[src/verilog/cbfe_pkg.sv]
// Package for the card-mode function event logic.
// Assumes a Wishbone slave with a 9-bit byte address and 32-bit data.
package cbfe_pkg;

  // Register byte offsets
  localparam int              ADDR_W      = 9;
  localparam logic [8:0]      OFS_EVENT   = 9'h0F0;
  localparam logic [8:0]      OFS_MASK    = 9'h0F4;
  localparam logic [8:0]      OFS_PRESENT = 9'h0F8;
  localparam logic [8:0]      OFS_FORCE   = 9'h0FC;
  localparam logic [8:0]      OFS_CONFIG  = 9'h100;

  // Field positions
  localparam int              FUNCTION_INTERRUPT_FLAG_BIT    = 15;
  localparam int              WAKEUP_PIN_MASK_BIT    = 14;
  localparam int              GENERAL_WAKEUP_FLAG_BIT   = 4;
  localparam int              CARD_EN_BIT = 3;
  localparam int              FUNC_EN_BIT = 1;

  // Byte lanes that carry the fields
  localparam int              LANE_HIGH   = 1;
  localparam int              LANE_LOW    = 0;

  // Widths and reset values
  localparam int              ISR_W       = 16;
  localparam logic            FLAG_RST    = 1'b0;
  localparam logic            MASK_RST    = 1'b0;
  localparam logic            CFG_RST     = 1'b0;
  localparam logic [31:0]     WORD_ZERO   = 32'h0000_0000;

endpackage : cbfe_pkg

[src/verilog/cbfe_gate_if.sv]
// Interface between the register core and the pin gate.
// Assumes both ends run on the same clock.
`timescale 1ns/1ps
interface cbfe_gate_if;
  logic enable;
  logic poweredUp;
  logic presentIntr;
  logic eventIntr;
  logic eventGwake;
  logic maskIntr;
  logic maskWkup;
  logic maskGwake;
  logic intLineN;
  logic wakePin;

  // Register core side
  modport core (
    output enable, poweredUp, presentIntr, eventIntr, eventGwake,
    output maskIntr, maskWkup, maskGwake,
    input  intLineN, wakePin
  );

  // Pin gate side
  modport gate (
    input  enable, poweredUp, presentIntr, eventIntr, eventGwake,
    input  maskIntr, maskWkup, maskGwake,
    output intLineN, wakePin
  );
endinterface : cbfe_gate_if

[src/verilog/cbfe_event_logic.sv]
// Card-mode function event, mask, present-state and force-event registers.
// Assumes classic Wishbone master on the same clock; bus reset pin is async.
// Notes on behaviour
// - Forcing the interrupt field sets interrupt flag bit 15 of the event register.
// - Writing one to an event flag clears it and writing zero leaves it alone.
// - The interrupt flag survives the bus reset pin.
// - A zero-to-one change of the present general wakeup bit sets event bit 4.
// - Forcing the general wakeup field also sets event bit 4.
// - Wakeup event flag, interrupt mask, wakeup mask and wakeup-event mask survive bus reset.
// - Event and mask registers work only while card mode and function registers are enabled.
// - With interrupt mask clear, interrupt flags drive neither the line nor the wakeup pin.
// - With interrupt mask set, interrupt flags drive the line when powered up and, with wakeup mask, wake when powered off.
// - With wakeup mask clear, no event flag raises the status-change pin.
// - The wakeup event flag raises the pin only when its mask and wakeup mask are set.
// - The status-change pin is active high and otherwise behaves as a wake event pin.
// - General wakeup bits across the registers stand for the signalled wake event; interrupt bits stand for the interrupt status.
// - Present interrupt bit is one while any interrupt status bit is set.
// - Present wakeup bit follows the wake status and stays until that status clears.
// - Forcing sets the event flag without touching the present bit; zero does nothing.
`timescale 1ns/1ps
module cbfe_event_logic #(
  parameter int ISR_WIDTH = cbfe_pkg::ISR_W
) (
  // Clock and reset
  input  wire logic                         clock,
  input  wire logic                         rst_n,
  // Wishbone slave
  input  wire logic                         cyc_i,
  input  wire logic                         stb_i,
  input  wire logic                         we_i,
  input  wire logic [cbfe_pkg::ADDR_W-1:0]  adr_i,
  input  wire logic [3:0]                   sel_i,
  input  wire logic [31:0]                  dat_i,
  output logic      [31:0]                  dat_o,
  output logic                              ack_o,
  // Device state
  input  wire logic [ISR_WIDTH-1:0]         isrBits,
  input  wire logic                         pmeStatus,
  input  wire logic                         poweredUp,
  input  wire logic                         busResetPinN,
  // Pins
  output logic                              intLineN,
  output logic                              statusChangeWake
);
  import cbfe_pkg::*;

  // Parameter check
  if (ISR_WIDTH < 1 || ISR_WIDTH > 32)
  begin : g_bad_width
    $error("ISR_WIDTH must lie between 1 and 32");
  end

  typedef struct packed {
    logic        busSync1;
    logic        busSync2;
    logic        ack;
    logic [31:0] rdat;
    logic        cardEn;
    logic        funcEn;
    logic        presIntr;
    logic        presGwake;
    logic        presGwakePrev;
    logic        evIntr;
    logic        evGwake;
    logic        mkIntr;
    logic        mkWkup;
    logic        mkGwake;
  } cbfe_state_t;

  cbfe_state_t q;
  cbfe_state_t d;
  logic        accept;
  logic        wr;
  logic        en;
  logic        gwakeRise;
  logic        clrIntr;
  logic        clrGwake;
  logic        forceIntr;
  logic        forceGwake;
  logic        busReset;

  cbfe_gate_if gate ();

  // Word decode of a byte offset
  function automatic logic hit(input logic [ADDR_W-1:0] adr,
                               input logic [ADDR_W-1:0] ofs);
    hit = (adr[ADDR_W-1:2] == ofs[ADDR_W-1:2]);
  endfunction

  // Write strobe for one bit within its byte lane
  function automatic logic bitOne(input logic [3:0]  sel,
                                  input logic [31:0] dat,
                                  input int          lane,
                                  input int          pos);
    bitOne = sel[lane] & dat[pos];
  endfunction

  // Read data for the addressed word
  function automatic logic [31:0] readWord(input logic [ADDR_W-1:0] adr,
                                           input cbfe_state_t s,
                                           input logic en_);
    logic [31:0] w;
    w = WORD_ZERO;
    if (hit(adr, OFS_CONFIG))
    begin
      w[CARD_EN_BIT] = s.cardEn;
      w[FUNC_EN_BIT] = s.funcEn;
    end
    else if (en_ && hit(adr, OFS_EVENT))
    begin
      w[FUNCTION_INTERRUPT_FLAG_BIT]  = s.evIntr;
      w[GENERAL_WAKEUP_FLAG_BIT] = s.evGwake;
    end
    else if (en_ && hit(adr, OFS_MASK))
    begin
      w[FUNCTION_INTERRUPT_FLAG_BIT]  = s.mkIntr;
      w[WAKEUP_PIN_MASK_BIT]  = s.mkWkup;
      w[GENERAL_WAKEUP_FLAG_BIT] = s.mkGwake;
    end
    else if (en_ && hit(adr, OFS_PRESENT))
    begin
      w[FUNCTION_INTERRUPT_FLAG_BIT]  = s.presIntr;
      w[GENERAL_WAKEUP_FLAG_BIT] = s.presGwake;
    end
    readWord = w;
  endfunction

  // Bus request decode, one ack per request
  assign accept   = cyc_i & stb_i & ~q.ack;
  assign wr       = accept & we_i;
  assign en       = q.cardEn & q.funcEn;
  assign busReset = ~q.busSync2;

  // Event sources, only while enabled
  assign gwakeRise  = en & q.presGwake & ~q.presGwakePrev;
  assign clrIntr    = en & wr & hit(adr_i, OFS_EVENT)
                      & bitOne(sel_i, dat_i, LANE_HIGH, FUNCTION_INTERRUPT_FLAG_BIT);
  assign clrGwake   = en & wr & hit(adr_i, OFS_EVENT)
                      & bitOne(sel_i, dat_i, LANE_LOW, GENERAL_WAKEUP_FLAG_BIT);
  assign forceIntr  = en & wr & hit(adr_i, OFS_FORCE)
                      & bitOne(sel_i, dat_i, LANE_HIGH, FUNCTION_INTERRUPT_FLAG_BIT);
  assign forceGwake = en & wr & hit(adr_i, OFS_FORCE)
                      & bitOne(sel_i, dat_i, LANE_LOW, GENERAL_WAKEUP_FLAG_BIT);

  // Next state
  always_comb
  begin
    d = q;
    // Bus reset pin synchroniser
    d.busSync1 = busResetPinN;
    d.busSync2 = q.busSync1;
    // Bus answer, unmapped words read zero
    d.ack  = accept;
    d.rdat = accept ? readWord(adr_i, q, en) : WORD_ZERO;
    // Present state tracks device status only
    d.presIntr      = |isrBits;
    d.presGwake     = pmeStatus;
    d.presGwakePrev = q.presGwake;
    // Event flags, set wins over clear
    if (clrIntr)
    begin
      d.evIntr = FLAG_RST;
    end
    if (forceIntr)
    begin
      d.evIntr = 1'b1;
    end
    if (clrGwake)
    begin
      d.evGwake = FLAG_RST;
    end
    if (forceGwake || gwakeRise)
    begin
      d.evGwake = 1'b1;
    end
    // Mask register, reserved bits dropped
    if (en && wr && hit(adr_i, OFS_MASK))
    begin
      if (sel_i[LANE_HIGH])
      begin
        d.mkIntr = dat_i[FUNCTION_INTERRUPT_FLAG_BIT];
        d.mkWkup = dat_i[WAKEUP_PIN_MASK_BIT];
      end
      if (sel_i[LANE_LOW])
      begin
        d.mkGwake = dat_i[GENERAL_WAKEUP_FLAG_BIT];
      end
    end
    // Enable bits of the third configuration register
    if (wr && hit(adr_i, OFS_CONFIG) && sel_i[LANE_LOW])
    begin
      d.cardEn = dat_i[CARD_EN_BIT];
      d.funcEn = dat_i[FUNC_EN_BIT];
    end
    // Bus reset touches only the enables; flags and masks survive
    if (busReset)
    begin
      d.cardEn = CFG_RST;
      d.funcEn = CFG_RST;
    end
    // Power-on reset
    if (!rst_n)
    begin
      d          = '0;
      d.evIntr   = FLAG_RST;
      d.evGwake  = FLAG_RST;
      d.mkIntr   = MASK_RST;
      d.mkWkup   = MASK_RST;
      d.mkGwake  = MASK_RST;
    end
  end

  // State register
  always_ff @(posedge clock)
  begin
    q <= d;
  end

  // Flags and masks to the pin gate
  assign gate.enable      = en;
  assign gate.poweredUp   = poweredUp;
  assign gate.presentIntr = q.presIntr;
  assign gate.eventIntr   = q.evIntr;
  assign gate.eventGwake  = q.evGwake;
  assign gate.maskIntr    = q.mkIntr;
  assign gate.maskWkup    = q.mkWkup;
  assign gate.maskGwake   = q.mkGwake;

  // Pin gate
  cbfe_pin_gate u_gate (
    .clock (clock),
    .rst_n (rst_n),
    .g     (gate.gate)
  );

  // Outputs straight from flops
  assign dat_o            = q.rdat;
  assign ack_o            = q.ack;
  assign intLineN         = gate.intLineN;
  assign statusChangeWake = gate.wakePin;
endmodule // cbfe_event_logic

[src/verilog/cbfe_pin_gate.sv]
// Pin gate: masks flags onto the interrupt line and the wakeup pin.
// Assumes all interface inputs come from flops on the same clock.
`timescale 1ns/1ps
module cbfe_pin_gate (
  // Clock and reset
  input  wire logic  clock,
  input  wire logic  rst_n,
  // Flags and masks in, pins out
  cbfe_gate_if.gate  g
);
  import cbfe_pkg::*;

  typedef struct packed {
    logic lineN;
    logic wake;
  } cbfe_gate_state_t;

  cbfe_gate_state_t q;
  cbfe_gate_state_t d;
  logic             intrOn;

  // Masked interrupt source, present state or event flag
  assign intrOn = g.maskIntr & (g.presentIntr | g.eventIntr);

  // Next pin levels
  always_comb
  begin
    d = q;
    d.lineN = ~(g.enable & g.poweredUp & intrOn);
    // Wake needs the wakeup mask; interrupt wakes only when powered off
    d.wake = g.enable & g.maskWkup & ((~g.poweredUp & intrOn)
             | (g.maskGwake & g.eventGwake));
    if (!rst_n)
    begin
      d       = '0;
      d.lineN = 1'b1;
    end
  end

  // State register
  always_ff @(posedge clock)
  begin
    q <= d;
  end

  // Interrupt line is active low, wakeup pin active high
  assign g.intLineN = q.lineN;
  assign g.wakePin  = q.wake;
endmodule // cbfe_pin_gate

[config.mk]
export PLATFORM = sky130hd
export DESIGN_NAME = cbfe_event_logic
export DESIGN_NICKNAME = d
export VERILOG_FILES = /design/src/verilog/cbfe_pkg.sv /design/src/verilog/cbfe_gate_if.sv /design/src/verilog/cbfe_event_logic.sv /design/src/verilog/cbfe_pin_gate.sv
export SDC_FILE = /design/constraint.sdc
export NUM_CORES = 1
export LEC_CHECK = 0
export ABC_AREA = 1
export BUFFER_PORTS_ARGS = -buffer_cell sky130_fd_sc_hd__buf_2
export CAP_MARGIN = 25
export CORE_MARGIN = 5
export CORE_UTILIZATION = 38
export CTS_CLUSTER_DIAMETER = 80
export CTS_CLUSTER_SIZE = 12
export DETAILED_ROUTE_END_ITERATION = 12
export PLACE_DENSITY = 0.81
export SYNTH_ARGS = -nofsm -noshare
export SYNTH_HDL_FRONTEND = slang
export SYNTH_HIERARCHICAL = 1
export SYNTH_SLANG_ARGS = --single-unit
export TNS_END_PERCENT = 20
[constraint.sdc]
create_clock -name clock -period 1.6 [get_ports clock]
set_clock_uncertainty 0.2 [all_clocks]
set_input_delay 0.08 -clock clock [delete_from_list [all_inputs] [get_ports clock]]
set_output_delay 0.08 -clock clock [all_outputs]
set_load 0.02 [all_outputs]
After elaboration in Yosys (flattened, before gate mapping)
Cells that the tools add are included.
- register bits: 47
- bits of input ports: 69
- output and inout port bits: 35
- word-level logic and storage cells: 82
- eq/ne operators: 5
- multiplexer cells: 10
- bitwise operators: 31
- reductions and logical operators: 17
- operators by type and width (operator ; count):
    7-bit by 6-bit == test with 1-bit output, second input constant ; 4
    1-bit bitwise AND ; 22
    16-bit OR reduction ; 1
    1-bit two-way mux ; 10
    7-bit == test, second input constant ; 1
    1-bit logical AND ; 7
    1-bit NOT ; 7
    2-bit AND reduction ; 3
    5-bit OR reduction ; 1
    2-bit nonzero test ; 2
    3-bit AND reduction ; 1
    3-bit OR reduction ; 1
    1-bit bitwise OR ; 2
    1-bit logical OR ; 1

Logic depth before layout (Yosys ltp)
Gate-level depths: netlist (run 1).
- depth in word-level cells: 8
- mapped depth: 8

Modules after synthesis
Netlist (run 1), hierarchy kept.
- modules (own cells, without submodules) (module ; instances ; cells each ; area each (um2) ; seq. area each (um2)):
    cbfe_event_logic ; 1 ; 163 ; 1117.3 ; 360.3
    cbfe_pin_gate ; 1 ; 13 ; 97.6 ; 40.0

Worst setup path after synthesis (run 1)
No wires, ideal clock.
- path kind: reg-to-reg
- start: register q (netlist bit ack_o)
- end: register q[8] in the netlist's numbering
- library setup time: 0.119 ns
- arrival: 0.991 ns
- setup slack: 0.289 ns
- cell stages (with the launch flop): 7
- cells stage by stage: dfxtp_1 -> inv_1 -> nand4_1 -> nor2_1 -> nand2_1 -> o21ai_0 -> a21oi_1
- word-level cells in the longest chain between the ends: 5
- RTL lines (what ; RTL line ; RTL):
    from (decl) ; cbfe_event_logic.sv:70 ; cbfe_state_t q;
    from (signal assigned) ; cbfe_event_logic.sv:216 ; q <= d;
    1-bit NOT ; cbfe_event_logic.sv:129 ; assign accept = cyc_i & stb_i & ~q.ack;
    1-bit bitwise AND ; cbfe_event_logic.sv:129 ;
    1-bit bitwise AND ; cbfe_event_logic.sv:130 ; assign wr = accept & we_i;
    1-bit logical AND (2 in series) ; cbfe_event_logic.sv:190 ; if (wr && hit(adr_i, OFS_CONFIG) && sel_i[LANE_LOW])
Every way passes these cells.
A chain may end at the register's enable or synchronous reset.

Final worst setup path (run 1)
- start: input port isrBits[8]
- end: register q (netlist bit gate.presentIntr)
- word-level cells in the longest chain between the ends: 1
- RTL lines (what ; RTL line ; RTL):
    from (decl) ; cbfe_event_logic.sv:37 ; input wire logic [ISR_WIDTH-1:0] isrBits,
    16-bit OR reduction ; cbfe_event_logic.sv:156 ; d.presIntr = |isrBits;
Every way passes these cells.

==> qor.yml, run 1 <==
status: "finished, violations left"
violations: "negative setup slack"
clock_path_buffers: 2
layout.nets: 326
max_cap_violations: 0
final_common_cell: "buf_2"
syn_area_per_cell_um2: 6.90
clockRootBuffer: "clkbuf_4"
layout-drive-gt1-share: 0.254
min_period_ns: 1.65
nFillCells: 279
slew_viol_final: 0
dr.pass1.iters: 4
dp_hpwl_mm: 2.13
r2r_slack_ns: 0.19
holdPathEnd: "dat_o[4]$_SDFF_PP0_"
synth_cells: 176
rsz0062_at_grt: "yes"
min_from: "rst_n"
via_per_inst: 4.24
min_path_type: "in -> reg"
grt_pass1_vias: 1236
cts.sinks: 20
seq_area_um2: 400
cts_max_level: 1
yosysUniqueCellTypes: 22
placement.io_buffers: 45
ys_ff_latch: 20
die_x_um: 66.5
final_core_util: 0.582
drt_iter0_markers: 44
path_clk_slew_ns: 0.12
cp-start-kind: "input pin"
worst_path_largest_cell_delay_ns: 0.55
fp-row-count: 20
ant_nets: 0
worstHoldPathCells: 5
start_util: 0.398
p_per_area_mw_per_mm2: 647
cts_tree: "done"
insertion_delay_ns: 0.30
p_total_mw: 1.15
wire_per_inst_um: 10.3
vias: 1271
max-vdd-ir-drop_uv: 295
path_cells: "dlygate4sd3_1 > buf_2 > nor2_1 > dlygate4sd3_1 > nand2_1 > nor2_1 > a31oi_1"
fin_ws_ns: -0.0490
finalSetupViolCount: 1
routed_wl_mm: 3.08
critPathKind: "in -> reg"
antenna_found_initial: 0
grt_util_all_layers: 0.142
yosysWarnings: 6
critical-path-slowest-cell: "dlygate4sd3_1"
die_area_mm2: 0.00443
remaining_drc_errors: 0
core_mm2: 0.00305
seq_area_frac_synth: 0.330
final_hold_viol_count: 0
ios: 104
die_y_um: 66.5
synth_area_mm2: 0.00121
numCtsBuffers: 3
area_growth_pct: 46.3
static-leakage-power_nw: 0.907
cp.arrival_ns: 1.63
place_congestion: 0.862
grt_pass1_wl_mm: 4.89
final_cell_mix: "45 x buf_2, 36 x dlygate4sd3_1, 33 x nand2_1"
cp-end-kind: "flip-flop"
min_period_over_period: 1.03
multi_input_area_um2: 556
reg2reg_depth: 6
crit_fanout: 1
grt_max_degree: 13
diodes: 0
required_ns: 1.59
fmax_ghz: 0.606
overflow: 0
rr_endpoint: "q[9]$_SDFFE_PN0P_"
timing.rr.start: "ack_o$_SDFF_PN0_"
==> routing by layer <==
| metal | GRT usage | share of wire |
|---|---|---|
| met5 | 0 | 0 |
| met4 | 0.0584 | 0.030 |
| met3 | 0.0287 | 0.085 |
| met2 | 0.288 | 0.52 |
| met1 | 0.135 | 0.36 |
==> synthesized netlist by cell type <==
cell,n,area share
and3_2,1,0.0062
inv_2,1,0.0031
o211ai_1,2,0.012
nand2_2,3,0.015
a31oi_1,1,0.0052
nor2_4,3,0.028
nand3_1,8,0.033
o21ai_0,4,0.016
nor3_1,1,0.0041
buf_4,33,0.20
o21ai_1,1,0.0041
nand3_2,1,0.0082
nor2_1,19,0.059
conb_1,1,0.0031
nor4_1,2,0.010
dfxtp_1,20,0.33
nand4_1,2,0.010
a21oi_2,2,0.014
nand2_1,33,0.10
a21oi_1,6,0.025
inv_1,28,0.087
nor2_2,4,0.021
==> sequential cells by signal, summed over array words and instances, names as in the netlist <==
signal and count:
dat_o 5, gate.maskIntr 1, gate.eventGwake 1, gate.maskGwake 1, ack_o 1, gate.eventIntr 1
gate.presentIntr 1, gate.maskWkup 1, u_gate/g.intLineN 1, u_gate/g.wakePin 1, q 6
==> report_power, final <==
group	leakage, nW	internal (mW)	switching, mW
Clock	0.0279	0.253	0.159
Combinational	0.717	0.106	0.124
Sequential	0.162	0.505	0.00313
Total	0.907	0.864	0.286
==> cells by family after synthesis <==
family / synth area share
buffers and inverters: 0.294
AND/OR/NAND/NOR: 0.297
flip-flops: 0.330
AO/OA/AOI/OAI: 0.0772
other: 0.00309
==> critical path, delay by kind of cell <==
family | cells | cell delay, ns
AOI/OAI and AO/OA | 1 | 0.09
and+or+nand+nor | 3 | 0.26
buffers and inverters | 3 | 1.20
==> timing repair <==
item | CTS | global route
resized for setup | 0 | 2
hold buffers | 37 | 0
endpoints found under the hold margin | 18 | 0
setup endpoints to repair | 0 | 4
setup buffers | 0 | 0
==> cell type report <==
class | instances | area share
inverter | 29 | 0.0612
tap | 44 | 0.0310
timing repair buffer | 83 | 0.341
clock inverter | 1 | 0.0169
sequential | 20 | 0.225
clock buffer | 3 | 0.0127
multi-input combinational | 120 | 0.312
==> through the flow <==
step,setup slack [ns],cells,hold WS [ns],instance area [µm²],setup TNS (ns)
6_report,-0.0490,300,0.0100,1780,-0.0490
5_1_grt,-0.0692,300,0.0388,1780,-0.0692
4_1_cts,0.0283,300,0.00712,1780,0
3_5_place_dp,0.209,259,0.0648,1350,0
3_3_place_gp,0.220,259,0.0635,1350,0
2_1_floorplan,0.289,202,-0.0224,1310,0
==> worst max-delay path by stage <==
stage,slack (ns),start,endpoint,cells after the start
after floorplan,0.29,ack_o$_SDFF_PN0_,q[8]$_SDFFE_PN0P_,6
after global placement,0.22,ack_o$_SDFF_PN0_,q[8]$_SDFFE_PN0P_,6
after detailed placement,0.21,ack_o$_SDFF_PN0_,q[8]$_SDFFE_PN0P_,6
after CTS,0.03,isrBits[12],gate.presentIntr$_SDFF_PN0_,7
after global routing,-0.07,isrBits[8],gate.presentIntr$_SDFF_PN0_,7
final,-0.05,isrBits[8],gate.presentIntr$_SDFF_PN0_,7
Power figures use the tool's default switching activity.
==> run 2, diff against run 1 <==
- CORE_UTILIZATION: 38 -> 34
- PLACE_DENSITY: 0.81 -> 0.77
- clock period: 1.6 -> 1.45 ns (I/O delays scaled with it)
==> qor.yml, run 2 (synthesized netlist as in run 1, its figures left out) <==
largest_reg_flops: 6  # unchanged
grt_max_degree: 12  # -1
overflow: 0  # unchanged
fmax_ghz: 0.718
via_per_inst: 4.13  # -2.4%
top_register: "q"
cts.sinks: 20  # unchanged
p_total_mw: 1.14  # -1.1%
ant_nets: 0  # unchanged
rsz0062_at_grt: "yes"
final_hold_viol_count: 0  # unchanged
insertion_delay_ns: 0.29  # about the same
p_per_area_mw_per_mm2: 624  # -3.6%
die_y_um: 69.8  # +4.9%
max_cap_violations: 0  # unchanged
dpl.cell_count: 261  # +0.77%
cp-start-kind: "flip-flop"
place_congestion: 0.896  # +3.8%
drt_iter0_markers: 77  # +75%
crit_fanout: 3  # +2
finalSetupViolCount: 0  # -1
diodes: 0  # unchanged
start_util: 0.358  # -0.0395
antenna_found_initial: 0  # unchanged
fin_tns_setup_ns: 0  # +0.0490 ns
nFillCells: 310  # +11%
vias: 1257  # -1.1%
remaining_drc_errors: 0  # unchanged
numCtsBuffers: 3  # unchanged
clock_path_buffers: 2  # unchanged
ios: 104  # unchanged
wire_per_inst_um: 10.4  # +1.1%
dp_hpwl_mm: 2.15  # +1.3%
layoutNonFillerInstCount: 304  # +1.3%
routed_wl_mm: 3.15  # +2.5%
required_ns: 1.49  # -0.10 ns
fp-row-count: 21  # +5.0%
cts_tree: "done"
reg2reg_depth: 8  # +2
grt_pass1_wl_mm: 5.13  # +5.1%
min_period_over_period: 0.961
worstHoldPathCells: 5  # unchanged
final_common_cell: "buf_2"
die_x_um: 69.8  # +4.9%
core_mm2: 0.00339  # +11%
die_area_mm2: 0.00487  # +9.9%
layout-drive-gt1-share: 0.291  # +0.0368
min_period_ns: 1.39
final_cell_mix: "43 x buf_2, 40 x dlygate4sd3_1, 30 x nand2_1"
critPathKind: "reg -> reg"
grt_util_all_layers: 0.130  # -0.0125
cp.arrival_ns: 1.43  # -0.20 ns
cp-end-kind: "flip-flop"
max-vdd-ir-drop_uv: 394  # +33%
clockRootBuffer: "clkbuf_4"
layout.nets: 328  # +0.61%
cts_max_level: 1  # unchanged
min_path_type: "in -> reg"
placement.io_buffers: 45  # unchanged
status: "finished, final reports clean"
dr.pass1.iters: 4  # unchanged
static-leakage-power_nw: 0.908  # about the same
path_clk_slew_ns: 0.11  # about the same
slew_viol_final: 0  # unchanged
area_growth_pct: 50.2
grt_pass1_vias: 1214  # -1.8%
[run 2: stage by stage]
stage / worst slack, ns / hold slack, ns / instance area [µm²] / util
6_report: 0.0571 / 0.0156 / 1820 / 0.538
5_1_grt: -0.0462 / 0.0194 / 1820 / 0.538
4_1_cts: 0.0311 / 0.00731 / 1790 / 0.529
3_5_place_dp: 0.0873 / 0.0571 / 1360 / 0.400
3_3_place_gp: 0.0991 / 0.0578 / 1360 / 0.400
2_1_floorplan: 0.139 / -0.0299 / 1310 / -
[run 2: worst max-delay path, stage by stage (launching register included)]
cell and delay [ns]:
dfxtp_2 0.34, inv_2 0.04, nand4_1 0.18, nor2_2 0.20, buf_4 0.14, nand3_2 0.05
nand2_1 0.06, inv_1 0.04, a21oi_2 0.09
[run 2: path summary, 6_finish.rpt]
path                                       start                            to  slack, ns
worst min register to register  q[44]$_SDFF_PN0_              q[43]$_SDFF_PN0_       0.23
worst max-delay path            ack_o$_SDFF_PN0_  gate.eventGwake$_SDFFE_PN0P_       0.06
worst min-delay path                       rst_n  u_gate/g.intLineN$_SDFF_PN1_       0.02
worst max register to register  ack_o$_SDFF_PN0_  gate.eventGwake$_SDFFE_PN0P_       0.06
[run 2: layout make-up]
cell class              count  area (µm²)  area share
clock buffers               4        36.3      0.0199
flip-flops and latches     20         403       0.221
well taps                  46        57.6      0.0316
multi-input cells         120         588       0.322
inverters                  29         109      0.0597
repair buffers             85         631       0.346
[run 2: what timing repair did]
| action | 4_1_cts | 5_1_grt |
|---|---|---|
| setup endpoints to repair | 0 | 8 |
| buffers inserted | 0 | 1 |
| hold buffers | 40 | 0 |
| gates resized for setup | 0 | 16 |
| endpoints found under the hold margin | 18 | 0 |
[run 2: layer usage]
metal,part of all wire,up-vias,global-route usage
li1,-,641,-
met1,0.35,555,0.133
met2,0.53,53,0.241
met3,0.087,8,0.0435
met4,0.028,0,0.0468
met5,0,-,0
[run 2: where the power goes]
part / internal (mW) / switching, mW
registers: 0.557 / 0.00372
clock network: 0.153 / 0.161
logic: 0.123 / 0.141
==> run 3, diff against run 2 <==
- CAP_MARGIN: 25 -> 20
- SYNTH_HIERARCHICAL: 1 -> not set
==> qor.yml, run 3 <==
clock_path_buffers: 2  # unchanged
ios: 104  # unchanged
min_period_over_period: 0.992  # +0.0310
synth_commonest_cells: "33 x nand2_1, 32 x buf_4, 24 x inv_1"
cp-start-kind: "flip-flop"
synthAdderAreaFrac: 0  # unchanged
cts.sinks: 20  # unchanged
layout.nets: 321  # -2.1%
synth_area_mm2: 0.00120  # -1.4%
power.switching_mw: 0.308  # +1.1%
ys_top_cells_by_area: "dfxtp_1 33%, buf_4 20%, nand2_1 10%"
via_per_inst: 4.08  # -1.4%
grt_pass1_wl_mm: 5.18  # +0.94%
cp.arrival_ns: 1.45  # +0.02 ns
critPathKind: "reg -> reg"
synth_top_cell_area_share: 0.334  # +0.00482
die_area_mm2: 0.00481  # -1.2%
grt_pass1_vias: 1222  # +0.66%
clockRootBuffer: "clkbuf_4"
power_frac_seq: 0.496  # +0.003
yosysWarnings: 0  # -6
max_cap_violations: 0  # unchanged
fmax_ghz: 0.695  # -3.1%
rsz0062_at_grt: "yes"
final_common_cell: "buf_2"
die_y_um: 69.3  # -0.62%
core_mm2: 0.00336  # -0.78%
layout-drive-gt1-share: 0.255  # -0.0357
cts_tree: "done"
top_register: "q"
status: "finished, final reports clean"
max-vdd-ir-drop_uv: 236  # -40%
required_ns: 1.47  # -0.02 ns
final_cell_mix: "40 x buf_2, 35 x dlygate4sd3_1, 31 x nand2_1"
diodes: 0  # unchanged
ant_nets: 0  # unchanged
syn_area_per_cell_um2: 6.92  # +0.27%
drt_iter0_markers: 64  # -17%
route.met3.wl_um: 257  # -6.5%
die_x_um: 69.3  # -0.62%
overflow: 0  # unchanged
routed_wl_mm: 3.12  # -1.2%
p_total_mw: 1.13  # -0.54%
p_comb_frac: 0.218  # -0.013
vias: 1211  # -3.7%
start_util: 0.356  # -0.00241
synthArstFlopShare: 0  # unchanged
yosysUniqueCellTypes: 21  # -4.5%
power_frac_clock: 0.286  # +0.010
min_path_type: "in -> reg"
ys_ff_latch: 20  # unchanged
synth_cells: 173  # -1.7%
path_cells: "nand2_4 > inv_4 > nand2_1 > nor2_4 > inv_2 > or2_0 > nand3_1 > inv_1"
place_congestion: 0.838  # -6.4%
synthMuxAreaShare: 0  # unchanged
dp_hpwl_mm: 2.02  # -6.2%
routed.top_layer: "met4"
wire_per_inst_um: 10.5  # +1.1%
switching_share: 0.273  # +0.00444
min_period_ns: 1.44  # +0.0450 ns
final_hold_viol_count: 0  # unchanged
synth_top_family_by_area: "simple AND/OR/NAND/NOR gates"
worst_path_largest_cell_delay_ns: 0.37  # +0.03 ns
finalSetupViolCount: 0  # unchanged
cp-end-kind: "flip-flop"
grt_util_all_layers: 0.128  # -0.00195
grt_max_degree: 12  # unchanged
largest_reg_flops: 6  # unchanged
area_growth_pct: 48.7
cts_max_level: 1  # unchanged
remaining_drc_errors: 0  # unchanged
synth_xor_area_frac: 0  # unchanged
synth-compound-area-share: 0.0428  # -0.0344
yosysTopAreaCell: "dfxtp_1"
synth_edf_count: 0  # unchanged
insertion_delay_ns: 0.30  # about the same
dr.pass1.iters: 4  # unchanged
placement.io_buffers: 45  # unchanged
layoutNonFillerInstCount: 297  # -2.3%
wl_met2_mm: 1.62  # -3.2%
static-leakage-power_nw: 0.931  # +2.6%
p_per_area_mw_per_mm2: 635  # +1.9%
cell_internal_pwr_mw: 0.823  # -1.1%
antenna_found_initial: 0  # unchanged
critical-path-slowest-cell: "dfxtp_2"
nFillCells: 314  # +1.3%
fp-row-count: 21  # unchanged
numCtsBuffers: 3  # unchanged
path_clk_slew_ns: 0.11  # about the same
wl_met1_mm: 1.19  # +6.6%
crit_fanout: 4  # +1
synthSimpleGateAreaFrac: 0.326  # +0.0294
fin_hold_ws_ns: 0.0149  # -0.000728 ns
slew_viol_final: 0  # unchanged
synthFlopType: "dfxtp_1"
synth.most_common_cell: "nand2_1"
dpl.cell_count: 257  # -1.5%
seq_area_frac_synth: 0.334  # +0.00482
==> run 3: final cells by class <==
type                            count  area [µm²]  area share
Timing Repair Buffer               81         606       0.340
Multi-Input combinational cell    120         578       0.325
Sequential cell                    20         403       0.226
Inverter                           26         100      0.0562
Tap cell                           46        57.6      0.0323
Clock buffer                        4        36.3      0.0204
==> run 3: repair_timing <==
action / CTS / global route
buffers inserted: 0 / 3
hold endpoints to repair: 20 / 0
hold buffers: 37 / 0
endpoints found under the setup margin: 0 / 8
resized for setup: 0 / 17
==> run 3: path summary, 6_finish.rpt <==
kind	from	end	slack (ns)	cells after the start
setup / recovery	q[8]$_SDFFE_PN0P_	dat_o[4]$_SDFF_PP0_	0.01	8
hold / removal	we_i	gate.eventIntr$_SDFFE_PN0P_	0.01	5
setup reg to reg	q[8]$_SDFFE_PN0P_	dat_o[4]$_SDFF_PP0_	0.01	8
hold reg to reg	q[44]$_SDFF_PN0_	q[43]$_SDFF_PN0_	0.22	2
==> run 3: power by group through the flow <==
stage               clock network [mW]  logic, mW  registers (mW)
floorplan                            0      0.155           0.573
global placement                     0      0.158           0.573
detailed placement                   0      0.160           0.573
CTS                              0.338      0.235           0.561
global route                     0.357      0.271           0.562
finish                           0.324      0.247           0.561
==> run 3: cells by family after synthesis <==
family / after synthesis
flops: 20
compound gates: 10
other cells: 1
buf+inv: 59
simple gates: 83
==> run 3: per-layer routing <==
metal | global-route usage | vias up
li1 | - | 630
met1 | 0.128 | 521
met2 | 0.249 | 55
met3 | 0.0246 | 5
met4 | 0.0586 | 0
met5 | 0 | -
==> run 3: critical path: cells and delay by family (launching register included) <==
kind,cells,cell delay [ns]
simple gates,5,0.61
flops,1,0.37
buf+inv,3,0.17
==> run 3: metrics by stage <==
stage,utilization,TNS (ns),setup slack (ns),area (µm²)
2_1_floorplan,-,0,0.158,1290
5_1_grt,0.529,-0.133,-0.0542,1780
4_1_cts,0.515,0,0.0179,1730
3_5_place_dp,0.394,0,0.0409,1320
6_report,0.529,0,0.0120,1780
3_3_place_gp,0.394,0,0.0744,1320
